### src/logic/csp_pkg.sv
package csp_pkg;
	typedef logic [7:0] csp_byte_t;
	typedef logic [2:0] csp_txsel_t;
	typedef logic [1:0] csp_rxsel_t;

	// instruction bytes and decode fields
	localparam csp_byte_t CMD_RESET     = 8'hc0;
	localparam csp_byte_t CMD_READ      = 8'h03;
	localparam csp_byte_t CMD_WRITE     = 8'h02;
	localparam csp_byte_t CMD_BITMOD    = 8'h05;
	localparam csp_byte_t CMD_RDSTAT    = 8'ha0;
	localparam csp_byte_t CMD_RXSTAT    = 8'hb0;
	localparam csp_byte_t RXRD_PATTERN  = 8'h90;
	localparam csp_byte_t RXRD_MASK     = 8'hf9;
	localparam csp_byte_t TXLD_PATTERN  = 8'h40;
	localparam csp_byte_t TXLD_MASK     = 8'hf8;
	localparam csp_byte_t RTS_PATTERN   = 8'h80;
	localparam csp_byte_t RTS_MASK      = 8'hf8;
	localparam int        RXRD_N_BIT    = 2;
	localparam int        RXRD_M_BIT    = 1;

	// pointer start locations
	localparam csp_byte_t RXB0_ID_ADDR  = 8'h61;
	localparam csp_byte_t RXB0_DAT_ADDR = 8'h66;
	localparam csp_byte_t RXB1_ID_ADDR  = 8'h71;
	localparam csp_byte_t RXB1_DAT_ADDR = 8'h76;
	localparam csp_byte_t TXB0_ID_ADDR  = 8'h31;
	localparam csp_byte_t TXB0_DAT_ADDR = 8'h36;
	localparam csp_byte_t TXB1_ID_ADDR  = 8'h41;
	localparam csp_byte_t TXB1_DAT_ADDR = 8'h46;
	localparam csp_byte_t TXB2_ID_ADDR  = 8'h51;
	localparam csp_byte_t TXB2_DAT_ADDR = 8'h56;

	localparam csp_byte_t FULL_MASK     = 8'hff;
	localparam csp_byte_t BYTE_ZERO     = 8'h00;
	localparam logic [2:0] LAST_BIT     = 3'h7;
	localparam int        SYNC_STAGES   = 2;

	typedef enum logic [3:0] {
		ST_CMD,
		ST_ADDR,
		ST_RD,
		ST_WR,
		ST_MASK,
		ST_BMDATA,
		ST_RDSTAT,
		ST_RXSTAT,
		ST_IGNORE
	} csp_state_t;

	typedef enum logic [1:0] {
		OP_READ,
		OP_WRITE,
		OP_BITMOD
	} csp_op_t;
endpackage : csp_pkg

### src/logic/csp_sync.sv
`timescale 1ns/1ps
module csp_sync (
	input  wire logic       sys_clk,
	input  wire logic       rst,
	input  wire logic [2:0] async_in,
	output logic      [2:0] sync_out
);
	import csp_pkg::*;

	logic [2:0] stage_q [SYNC_STAGES];

	// first stage only feeds the second; cs idles high so reset to that level
	genvar g;
	generate
		for (g = 0; g < SYNC_STAGES; g++) begin : g_stage
			// stage zero has no predecessor, so it gets its own branch of the loop
			if (g == 0) begin : g_first
				always_ff @(posedge sys_clk or posedge rst) begin
					if (rst) begin
						stage_q[g] <= 3'h2;
					end else begin
						stage_q[g] <= async_in;
					end
				end
			end else begin : g_next
				always_ff @(posedge sys_clk or posedge rst) begin
					if (rst) begin
						stage_q[g] <= 3'h2;
					end else begin
						stage_q[g] <= stage_q[g-1];
					end
				end
			end
		end
	endgenerate

	assign sync_out = stage_q[SYNC_STAGES-1];
endmodule : csp_sync

### src/logic/csp_port.sv
`timescale 1ns/1ps
// Function
// - works in clock modes 0,0 and 1,1
// - serial input sampled on clock rise
// - serial output changes on clock fall
// - first byte is instruction; reselect for next
// - reset command restores defaults, configuration mode
// - reset equals pin reset, on select rise
// - read: command, address, then data out
// - pointer increments after each data byte
// - rx read preloads one of four starts
// - rx read clears its full flag at deselect
// - write: command, address, consecutive data bytes
// - byte commits on eighth bit; partial dropped
// - tx load preloads one of six starts
// - send request sets selected buffer request bits
// - send request with no selection ignored
// - read status returns poll status byte
// - rx status returns filter, type byte
// - unmodifiable register forces full mask
// - bit modify: address, mask, data byte
// - status keeps streaming while clocks continue
module csp_port (
	input  wire logic              sys_clk,
	input  wire logic              rst,
	input  wire logic              spi_sck,
	input  wire logic              spi_cs_n,
	input  wire logic              spi_si,
	output logic                   spi_so,
	output logic                   spi_so_oe,
	output csp_pkg::csp_byte_t     reg_addr,
	output logic                   reg_rd,
	input  wire csp_pkg::csp_byte_t reg_rdata,
	output logic                   reg_wr,
	output csp_pkg::csp_byte_t     reg_wdata,
	output csp_pkg::csp_byte_t     reg_wmask,
	input  wire logic              bitmod_ok,
	input  wire csp_pkg::csp_byte_t read_status,
	input  wire csp_pkg::csp_byte_t rx_status,
	output logic                   soft_reset,
	output csp_pkg::csp_txsel_t    tx_request_flag_set,
	output csp_pkg::csp_rxsel_t    rx_full_flag_clear
);
	import csp_pkg::*;

	logic [2:0] pins_s;
	logic       sck_s, cs_n_s, si_s;

	csp_sync u_sync (
		.sys_clk  (sys_clk),
		.rst      (rst),
		.async_in ({spi_sck, spi_cs_n, spi_si}),
		.sync_out (pins_s)
	);
	assign sck_s  = pins_s[2];
	assign cs_n_s = pins_s[1];
	assign si_s   = pins_s[0];

	csp_state_t st_q, st_d;
	csp_op_t    op_q, op_d;
	logic       sck_prev_q, sck_prev_d;
	logic       cs_prev_q, cs_prev_d;
	logic [2:0] bit_q, bit_d;
	logic [6:0] in_q, in_d;
	csp_byte_t  addr_q, addr_d;
	csp_byte_t  out_q, out_d;
	csp_byte_t  nxt_q, nxt_d;
	logic       bdone_q, bdone_d;
	logic       rd_q, rd_d;
	logic       wr_q, wr_d;
	csp_byte_t  wdata_q, wdata_d;
	csp_byte_t  wmask_q, wmask_d;
	csp_byte_t  mask_q, mask_d;
	csp_txsel_t tx_request_flag_q, tx_request_flag_d;
	csp_rxsel_t rxclr_q, rxclr_d;
	logic       rxsel_q, rxsel_d;
	logic       rxrd_q, rxrd_d;
	logic       rstp_q, rstp_d;
	logic       srst_q, srst_d;
	logic       oe_q, oe_d;

	logic       cs_act, rise_w, fall_w, cs_rise, done_w;
	csp_byte_t  byte_w;

	// edges found on synchronised copies; sck and si see equal delay
	assign cs_act  = !cs_n_s;
	assign rise_w  = cs_act && sck_s && !sck_prev_q;
	assign fall_w  = cs_act && !sck_s && sck_prev_q;
	assign cs_rise = cs_n_s && !cs_prev_q;
	assign done_w  = rise_w && (bit_q == LAST_BIT);
	assign byte_w  = {in_q, si_s};

	always_comb begin
		st_d       = st_q;
		op_d       = op_q;
		sck_prev_d = sck_s;
		cs_prev_d  = cs_n_s;
		bit_d      = bit_q;
		in_d       = in_q;
		addr_d     = addr_q;
		out_d      = out_q;
		nxt_d      = nxt_q;
		bdone_d    = bdone_q;
		rd_d       = 1'b0;
		wr_d       = 1'b0;
		wdata_d    = wdata_q;
		wmask_d    = wmask_q;
		mask_d     = mask_q;
		tx_request_flag_d    = '0;
		rxclr_d    = '0;
		rxsel_d    = rxsel_q;
		rxrd_d     = rxrd_q;
		rstp_d     = rstp_q;
		srst_d     = 1'b0;
		oe_d       = cs_act;
		if (rd_q) begin
			nxt_d = reg_rdata;
		end
		// the write pulse must carry the old pointer, so step it a cycle later
		if (wr_q && st_q == ST_WR) begin
			addr_d = addr_q + 8'h01;
		end
		if (!cs_act) begin
			// a byte cut short never reaches the commit below
			st_d    = ST_CMD;
			bit_d   = '0;
			out_d   = BYTE_ZERO;
			bdone_d = 1'b0;
			rxrd_d  = 1'b0;
			rstp_d  = 1'b0;
			if (cs_rise && rxrd_q) begin
				rxclr_d[rxsel_q] = 1'b1;
			end
			if (cs_rise && rstp_q) begin
				srst_d = 1'b1;
			end
		end else begin
			if (fall_w) begin
				// new byte takes the fall after the last rise, so bit 7 is set up in time
				if (bdone_q) begin
					out_d   = nxt_q;
					bdone_d = 1'b0;
				end else begin
					out_d = {out_q[6:0], 1'b0};
				end
			end
			if (rise_w) begin
				in_d  = byte_w[6:0];
				bit_d = bit_q + 3'h1;
			end
			if (done_w) begin
				unique case (st_q)
					ST_CMD: begin
						st_d = ST_IGNORE;
						if (byte_w == CMD_RESET) begin
							rstp_d = 1'b1;
						end else if (byte_w == CMD_READ) begin
							st_d = ST_ADDR;
							op_d = OP_READ;
						end else if (byte_w == CMD_WRITE) begin
							st_d = ST_ADDR;
							op_d = OP_WRITE;
						end else if (byte_w == CMD_BITMOD) begin
							st_d = ST_ADDR;
							op_d = OP_BITMOD;
						end else if ((byte_w & RXRD_MASK) == RXRD_PATTERN) begin
							st_d    = ST_RD;
							rxrd_d  = 1'b1;
							rxsel_d = byte_w[RXRD_N_BIT];
							rd_d    = 1'b1;
							bdone_d = 1'b1;
							unique case ({byte_w[RXRD_N_BIT], byte_w[RXRD_M_BIT]})
								2'b00: addr_d = RXB0_ID_ADDR;
								2'b01: addr_d = RXB0_DAT_ADDR;
								2'b10: addr_d = RXB1_ID_ADDR;
								2'b11: addr_d = RXB1_DAT_ADDR;
							endcase
						end else if ((byte_w & TXLD_MASK) == TXLD_PATTERN) begin
							st_d = ST_WR;
							unique case (byte_w[2:0])
								3'h0: addr_d = TXB0_ID_ADDR;
								3'h1: addr_d = TXB0_DAT_ADDR;
								3'h2: addr_d = TXB1_ID_ADDR;
								3'h3: addr_d = TXB1_DAT_ADDR;
								3'h4: addr_d = TXB2_ID_ADDR;
								3'h5: addr_d = TXB2_DAT_ADDR;
								default: st_d = ST_IGNORE;
							endcase
						end else if ((byte_w & RTS_MASK) == RTS_PATTERN) begin
							// all-zero select leaves every request untouched
							tx_request_flag_d = byte_w[2:0];
						end else if (byte_w == CMD_RDSTAT) begin
							st_d    = ST_RDSTAT;
							nxt_d   = read_status;
							bdone_d = 1'b1;
						end else if (byte_w == CMD_RXSTAT) begin
							st_d    = ST_RXSTAT;
							nxt_d   = rx_status;
							bdone_d = 1'b1;
						end
					end
					ST_ADDR: begin
						addr_d = byte_w;
						unique case (op_q)
							OP_READ: begin
								st_d    = ST_RD;
								rd_d    = 1'b1;
								bdone_d = 1'b1;
							end
							OP_WRITE:  st_d = ST_WR;
							OP_BITMOD: st_d = ST_MASK;
							default:   st_d = ST_IGNORE;
						endcase
					end
					ST_RD: begin
						addr_d  = addr_q + 8'h01;
						rd_d    = 1'b1;
						bdone_d = 1'b1;
					end
					ST_WR: begin
						wr_d    = 1'b1;
						wdata_d = byte_w;
						wmask_d = FULL_MASK;
					end
					ST_MASK: begin
						mask_d = byte_w;
						st_d   = ST_BMDATA;
					end
					ST_BMDATA: begin
						wr_d    = 1'b1;
						wdata_d = byte_w;
						wmask_d = bitmod_ok ? mask_q : FULL_MASK;
						st_d    = ST_IGNORE;
					end
					ST_RDSTAT: begin
						nxt_d   = read_status;
						bdone_d = 1'b1;
					end
					ST_RXSTAT: begin
						nxt_d   = rx_status;
						bdone_d = 1'b1;
					end
					ST_IGNORE: begin
						st_d = ST_IGNORE;
					end
				endcase
			end
		end
	end

	always_ff @(posedge sys_clk or posedge rst) begin
		if (rst) begin
			st_q       <= ST_CMD;
			op_q       <= OP_READ;
			sck_prev_q <= 1'b0;
			cs_prev_q  <= 1'b1;
			bit_q      <= '0;
			in_q       <= '0;
			addr_q     <= BYTE_ZERO;
			out_q      <= BYTE_ZERO;
			nxt_q      <= BYTE_ZERO;
			bdone_q    <= 1'b0;
			rd_q       <= 1'b0;
			wr_q       <= 1'b0;
			wdata_q    <= BYTE_ZERO;
			wmask_q    <= BYTE_ZERO;
			mask_q     <= BYTE_ZERO;
			tx_request_flag_q    <= '0;
			rxclr_q    <= '0;
			rxsel_q    <= 1'b0;
			rxrd_q     <= 1'b0;
			rstp_q     <= 1'b0;
			srst_q     <= 1'b0;
			oe_q       <= 1'b0;
		end else begin
			st_q       <= st_d;
			op_q       <= op_d;
			sck_prev_q <= sck_prev_d;
			cs_prev_q  <= cs_prev_d;
			bit_q      <= bit_d;
			in_q       <= in_d;
			addr_q     <= addr_d;
			out_q      <= out_d;
			nxt_q      <= nxt_d;
			bdone_q    <= bdone_d;
			rd_q       <= rd_d;
			wr_q       <= wr_d;
			wdata_q    <= wdata_d;
			wmask_q    <= wmask_d;
			mask_q     <= mask_d;
			tx_request_flag_q    <= tx_request_flag_d;
			rxclr_q    <= rxclr_d;
			rxsel_q    <= rxsel_d;
			rxrd_q     <= rxrd_d;
			rstp_q     <= rstp_d;
			srst_q     <= srst_d;
			oe_q       <= oe_d;
		end
	end

	assign spi_so              = out_q[7];
	assign spi_so_oe           = oe_q;
	assign reg_addr            = addr_q;
	assign reg_rd              = rd_q;
	assign reg_wr              = wr_q;
	assign reg_wdata           = wdata_q;
	assign reg_wmask           = wmask_q;
	assign soft_reset          = srst_q;
	assign tx_request_flag_set = tx_request_flag_q;
	assign rx_full_flag_clear  = rxclr_q;
endmodule : csp_port

### config.mk
export PLATFORM = sky130hd
export DESIGN_NAME = csp_port
export DESIGN_NICKNAME = d
export VERILOG_FILES = /design/src/logic/csp_pkg.sv /design/src/logic/csp_sync.sv /design/src/logic/csp_port.sv
export SDC_FILE = /design/constraint.sdc
export NUM_CORES = 1
export LEC_CHECK = 0
export ABC_AREA = 1
export BUFFER_PORTS_ARGS = -buffer_cell sky130_fd_sc_hd__buf_2
export CAP_MARGIN = 20
export CORE_MARGIN = 8
export CORE_UTILIZATION = 35
export CTS_CLUSTER_SIZE = 28
export DETAILED_ROUTE_END_ITERATION = 7
export GPL_TIMING_DRIVEN = 0
export PLACE_DENSITY_LB_ADDON = 0.12
export SLEW_MARGIN = 20
export SYNTH_ARGS = -nofsm -noshare
export SYNTH_HDL_FRONTEND = slang
export SYNTH_SLANG_ARGS = --single-unit
### constraint.sdc
create_clock -name sys_clk -period 6.6 [get_ports sys_clk]
set_input_delay 0.33 -clock sys_clk [delete_from_list [all_inputs] [get_ports sys_clk]]
set_output_delay 0.33 -clock sys_clk [all_outputs]
set_load 0.05 [all_outputs]
== After elaboration in Yosys (flattened, before gate mapping) ==
Index checks and enable logic that the tools add are counted.
Storage, ports and cells
  register bits after elaboration: 85
  output and inout port bits: 34
Cells by class
  reduce and logical (&&, ||, !) cells: 40
  equal/unequal tests: 32
  bitwise gates (word level): 5
  multiplexer cells: 103
  magnitude comparators: 2
  add/sub/neg operators: 2
Operators by type and width (count)
  two-way mux 8 bit: 25
  two-way mux 4 bit: 12
  one-hot mux 8 bit (3 select lines): 2
  one-hot mux 8 bit (6 select lines): 1
  two-way mux 1 bit: 39
  two-way mux 3 bit: 12
  one-hot mux 8 bit (4 select lines): 1
  equality test 8 bit (second input constant): 3
  equality test 4 x 3 -> 1 bit (second input constant): 4
  equality test 8 x 2 -> 1 bit (second input constant): 2
  one-hot mux 4 bit (4 select lines): 1
  one-hot mux 8 bit (2 select lines): 1
  nonzero test 2 bit: 7
  one-hot mux 4 bit (3 select lines): 1
  AND reduction 3 bit: 4
  logical AND 1 bit: 10
  two-way mux 2 bit: 5
  equality test 3 bit (second input constant): 3
  adder 8 x 1 -> 8 bit (second input constant): 1
  equality test 4 x 2 -> 1 bit (second input constant): 2
  equality test 8 x 3 -> 1 bit (second input constant): 1
  inequality test 2 x 1 -> 1 bit (second input constant): 4
  AND reduction 8 bit: 1
  AND reduction 7 bit: 1
  26 further kinds: 41

== Longest topological paths before layout ==
  depth after elaboration: 16
  mapped depth: 11
  depth with buffers taken out: 10

== Cells and area by module ==
Synthesis repeated with hierarchy kept, for this count alone.
Unflattened totals
  cells, all modules: 610
  area, all modules: 4700.8 µm²
Modules (own cells, without submodules)
  csp_port: cells an instance 600, instances 1, sequential area each 1978.1 µm², area an instance 4521.8 µm²
  csp_sync: cells an instance 10, instances 1, sequential area each 152.6 µm², area an instance 178.9 µm²

== Worst setup path before layout ==
Ideal clock, no wire load.
  path kind: register to register
  start point: register addr_q[0], in the netlist reg_addr[0]
  end point: register addr_q[4], in the netlist reg_addr[4]
  setup time: 0.077 ns
  slack: 4.869 ns
  path buffers: 0
  data arrival time: 1.653 ns
  stages on the path, launching flop included: 9
  cells stage by stage: dfrtp_1 ha_1 nand3_1 xor2_1 nand2_1 nand2_1 nand2_1 nand3_1 a21oi_1
On the way
  cells in the longest elaborated chain, start to end: 12
RTL lines
  start: declaration: RTL line csp_port.sv:65  | csp_byte_t addr_q, addr_d;
  start signal: assignment: RTL line csp_port.sv:282  | addr_q <= addr_d;
  adder 8 x 1 -> 8 bit *: RTL line csp_port.sv:121, csp_port.sv:216
  two-way mux 8 bit: RTL line csp_port.sv:120  | if (wr_q && st_q == ST_WR) begin
  one-hot mux 8 bit (6 select lines): RTL line csp_port.sv:180  | unique case (byte_w[2:0])
  two-way mux 8 bit: RTL line csp_port.sv:178  | end else if ((byte_w & TXLD_MASK) == TXLD_PATTERN) begin
  two-way mux 8 bit: RTL line csp_port.sv:166  | end else if ((byte_w & RXRD_MASK) == RXRD_PATTERN) begin
  two-way mux 8 bit: RTL line csp_port.sv:163  | end else if (byte_w == CMD_BITMOD) begin
  two-way mux 8 bit: RTL line csp_port.sv:160  | end else if (byte_w == CMD_WRITE) begin
  two-way mux 8 bit: RTL line csp_port.sv:157  | end else if (byte_w == CMD_READ) begin
  two-way mux 8 bit: RTL line csp_port.sv:155  | if (byte_w == CMD_RESET) begin
  one-hot mux 8 bit (3 select lines): RTL line csp_port.sv:152  | unique case (st_q)
  two-way mux 8 bit: RTL line csp_port.sv:151  | if (done_w) begin
  two-way mux 8 bit *: RTL line csp_port.sv:123  | if (!cs_act) begin
  named net addr_d[4]: RTL line csp_port.sv:65
The timed path passes the listed nets; every way through them passes the cells marked *.
A chain may end at the register's enable or synchronous reset.

== Worst setup path in the final report ==
  start point: register in_q[1]
  end point: register nxt_q[3]
On the way
  cells in the longest elaborated chain, start to end: 13
  elaborated cells between the ends (all ways): 18
RTL lines
  start: declaration: RTL line csp_port.sv:64  | logic [6:0] in_q, in_d;
  start signal: assignment: RTL line csp_port.sv:281  | in_q <= in_d;
  equality test 8 bit: RTL line csp_port.sv:196  | end else if (byte_w == CMD_RXSTAT) begin
  two-way mux 8 bit: RTL line csp_port.sv:196
  two-way mux 8 bit: RTL line csp_port.sv:192  | end else if (byte_w == CMD_RDSTAT) begin
  two-way mux 8 bit: RTL line csp_port.sv:189  | end else if ((byte_w & RTS_MASK) == RTS_PATTERN) begin
  two-way mux 8 bit: RTL line csp_port.sv:178
  two-way mux 8 bit: RTL line csp_port.sv:166
  two-way mux 8 bit: RTL line csp_port.sv:163
  two-way mux 8 bit: RTL line csp_port.sv:160
  two-way mux 8 bit: RTL line csp_port.sv:157
  two-way mux 8 bit *: RTL line csp_port.sv:155
  one-hot mux 8 bit (3 select lines) *: RTL line csp_port.sv:152
  two-way mux 8 bit *: RTL line csp_port.sv:151
  two-way mux 8 bit *: RTL line csp_port.sv:123
  named net nxt_d[3]: RTL line csp_port.sv:67  | csp_byte_t nxt_q, nxt_d;
  end signal: assignment: RTL line csp_port.sv:284  | nxt_q <= nxt_d;
  end: declaration: RTL line csp_port.sv:67
Marks and branches as above.

==> flow_summary.json <==
{
  "status": "completed",
  "ff2ff_path_depth": 8,
  "cts_root_buf": "clkbuf_16",
  "areaGrowthSynthToFinish_pct": 17.9,
  "worst_ep_required_time_ns": 6.84,
  "ios": 64,
  "syn_area_um2": 4710,
  "routed_via_density": 5.01,
  "yosysMostFrequentCell": "nand2_1",
  "setup_viol_count_final": 0,
  "synth-main-ff-cell": "dfrtp_1",
  "rows": 42,
  "dieArea_um2": 17400,
  "synth_top_area_share_pct": 43.6,
  "drtPass1Iterations": 5,
  "async_reset_ff_share_pct": 100,
  "fin_crit_sh_pct": 30.9,
  "crit_fanout": 9,
  "insertion_delay_ns": 0.35,
  "start_kind": "flop",
  "tightest_slew_ns": 0.745,
  "initial_core_util_pct": 35.7,
  "synth_edf_count": 0,
  "grt_first_pass_wirelength_um": 21800,
  "endpoint_kind": "flop",
  "post_cts_buffers": 0,
  "synthesis.nets": 609,
  "busiest_layer": "met2",
  "clock_sinks": 85,
  "synth_cells": 570,
  "slew_violations": 0,
  "cp_top_family": "simple AND/OR/NAND/NOR gates",
  "finClkSkew_ns": 0.00900,
  "synth_cell_types": 45,
  "ctsResizeCount": 0,
  "timing.rr.end": "nxt_q[3]",
  "cts_tree": "done",
  "ys_ff_latch": 85,
  "final-instance-count-excl-fill": 826,
  "synth.largest_area_cell": "dfrtp_1",
  "track_usage_pct": 15.4,
  "gp_congestion": 0.861,
  "drc": 0,
  "cts.clk_slew.worst_paths_ns": 0.07,
  "hpwl_um": 9520,
  "fin_crit_ns": 2.04,
  "ir_worst_vdd_uv": 104,
  "hold_class": "input port to async pin",
  "cp_common_cell": "nand2_1",
  "drt_first_iter_violations": 339,
  "synthTopCellsByArea": "dfrtp_1 (44%), nand2_1 (11%), nor2_1 (4.7%)",
  "max_freq_mhz": 490,
  "use_met2_pct": 25.5,
  "fin_total_pwr_mw": 1.19,
  "port_buffers": 63,
  "cts_buffer_depth": 2,
  "die_h_um": 132,
  "crit_type": "flop to flop",
  "synth-seq-area-share_pct": 45.3,
  "cts_buffers": 9,
  "final_layout_size_suffix_gt1_share_pct": 22.2,
  "crit_slowest_cell": "nor2_1",
  "num_vias": 4135,
  "rsz0062_at_grt": "no",
  "crit_start": "in_q[1]",
  "crit_arrival_ns": 2.28,
  "maxSlewHeadroom_pct": 50.2,
  "grt_max_degree": 50,
  "reg2reg_from": "in_q[1]",
  "htree_levels": 3,
  "overflow": 0,
  "path_buf_inv": 1,
  "grt_pass1_vias": 4251,
  "finalSetupTns_ns": 0,
  "hold_violations": 0,
  "ctsHoldBuffers": 0,
  "max_stage_delay_ns": 0.57,
  "fp.dieW_um": 132,
  "p_leak_nw": 2.65,
  "worstPathCellList": "nor2_1 -> nand2_1 -> inv_1 -> nand2_1 -> nor2_1 -> nand2_1 -> nand4_1 -> a22oi_2",
  "rrSetupSlack_ns": 4.56,
  "use_met3_pct": 4.19,
  "numPlacedInstances": 810,
  "routed_wl_um": 12900,
  "grt_util_met1_pct": 19.3,
  "antenna_found_initial": 0,
  "maxCapViolations": 0,
  "coreArea_um2": 13200,
  "syn_area_per_cell_um2": 8.26,
  "postRouteAntennaNets": 0,
  "yosysWarnings": 0,
  "wl_per_cell_um": 15.6,
  "synth_common_cells": "nand2_1 (138), dfrtp_1 (82), nor2_1 (59), inv_1 (54), o21ai_0 (43)",
  "nNetsFinal": 684,
  "power-per-cell-area_nw_per_um2": 214,
  "n_antenna_cell": 0
}
[placed cells by master, fill, tap and decap left out, types with 3 or more instances in the layout]
master and n:
nand2_1 138, dfrtp_1 82, buf_2 67, nor2_1 59, inv_1 53, o21ai_0 43
nand3_1 35, a21oi_1 16, nand4_1 14, o22ai_1 11, ha_1 9, clkbuf_16 9
o31ai_1 8, mux2i_1 8, o21ai_2 8, nor2_4 7, nor3_1 6, a22oi_2 6
nand2_2 5, inv_2 5, nor2_2 4, inv_4 4, o211ai_1 4, xor2_1 4
nor2_8 3, buf_6 3, clkbuf_1 3, o21ai_1 3, dfstp_2 3
[state kept, by name (all words and copies together) (netlist names), 4 cells and up]
| signal | flops |
|---|---|
| reg_addr | 8 |
| st_q | 4 |
| nxt_q | 8 |
| out_q | 8 |
| reg_wmask | 8 |
| reg_wdata | 8 |
| mask_q | 8 |
| in_q | 7 |
[worst max-delay path by stage]
| stage | end | slack (ns) | cells past startpoint |
|---|---|---|---|
| 4_1_cts | nxt_q[0] | 4.59 | 8 |
| 5_1_grt | nxt_q[3] | 4.36 | 8 |
| 3_3_place_gp | reg_addr[6] | 2.97 | 2 |
| 6_report | nxt_q[3] | 4.56 | 8 |
| 2_1_floorplan | bdone_q | 4.08 | 1 |
| 3_5_place_dp | nxt_q[6] | 4.59 | 8 |
[worst register-to-register path: stages, from the launching register on]
cell and delay (ns):
dfrtp_1 0.48, nor2_1 0.28, nand2_1 0.11, inv_1 0.08, nand2_1 0.06, nor2_1 0.57
nand2_1 0.15, nand4_1 0.15, a22oi_2 0.05
[area by class of cell]
cell class | count | area, um^2
plain buffers | 13 | 83.8
repair buffers | 64 | 343
multi-input cells | 409 | 2250
well taps | 176 | 220
inverters | 63 | 246
clock inverters | 7 | 51.3
fillers | 1354 | 7640
flip-flops and latches | 85 | 2130
clock buffers | 9 | 225
[where the power goes]
group / internal (mW) / switching [mW] / total (mW)
Clock: 0.256 / 0.221 / 0.477
Combinational: 0.0447 / 0.105 / 0.150
Sequential: 0.537 / 0.0235 / 0.560
[cell families (layout without fill, tap and decap cells)]
family          count (synthesis)  count (layout)  share of synthesized area [%]
simple gates                  280             280                           28.1
compound gates                107             107                           14.6
flops                          85              85                           45.3
buf+inv                        76             156                           6.96
fa+ha+maj                       9               9                           2.39
mux                             8               8                           1.70
xor+xnor                        5               5                          0.930
[routing by layer]
layer	vias to the layer above	routed length (um)
li1	2036	-
met5	-	0
met1	1985	5970
met3	11	543
met2	103	6230
met4	0	137
[metrics by stage]
step	setup slack, ns	area [um^2]	hold slack [ns]	util (%)
after detailed placement	4.59	5270	0.338	40.0
after CTS	4.59	5550	0.0331	42.1
final	4.56	5550	0.0187	42.1
after global routing	4.36	5550	0.0523	42.1
after global placement	2.97	5240	0.332	39.7
after floorplan	4.08	4710	0.331	-
Power figures use the tool's default switching activity.
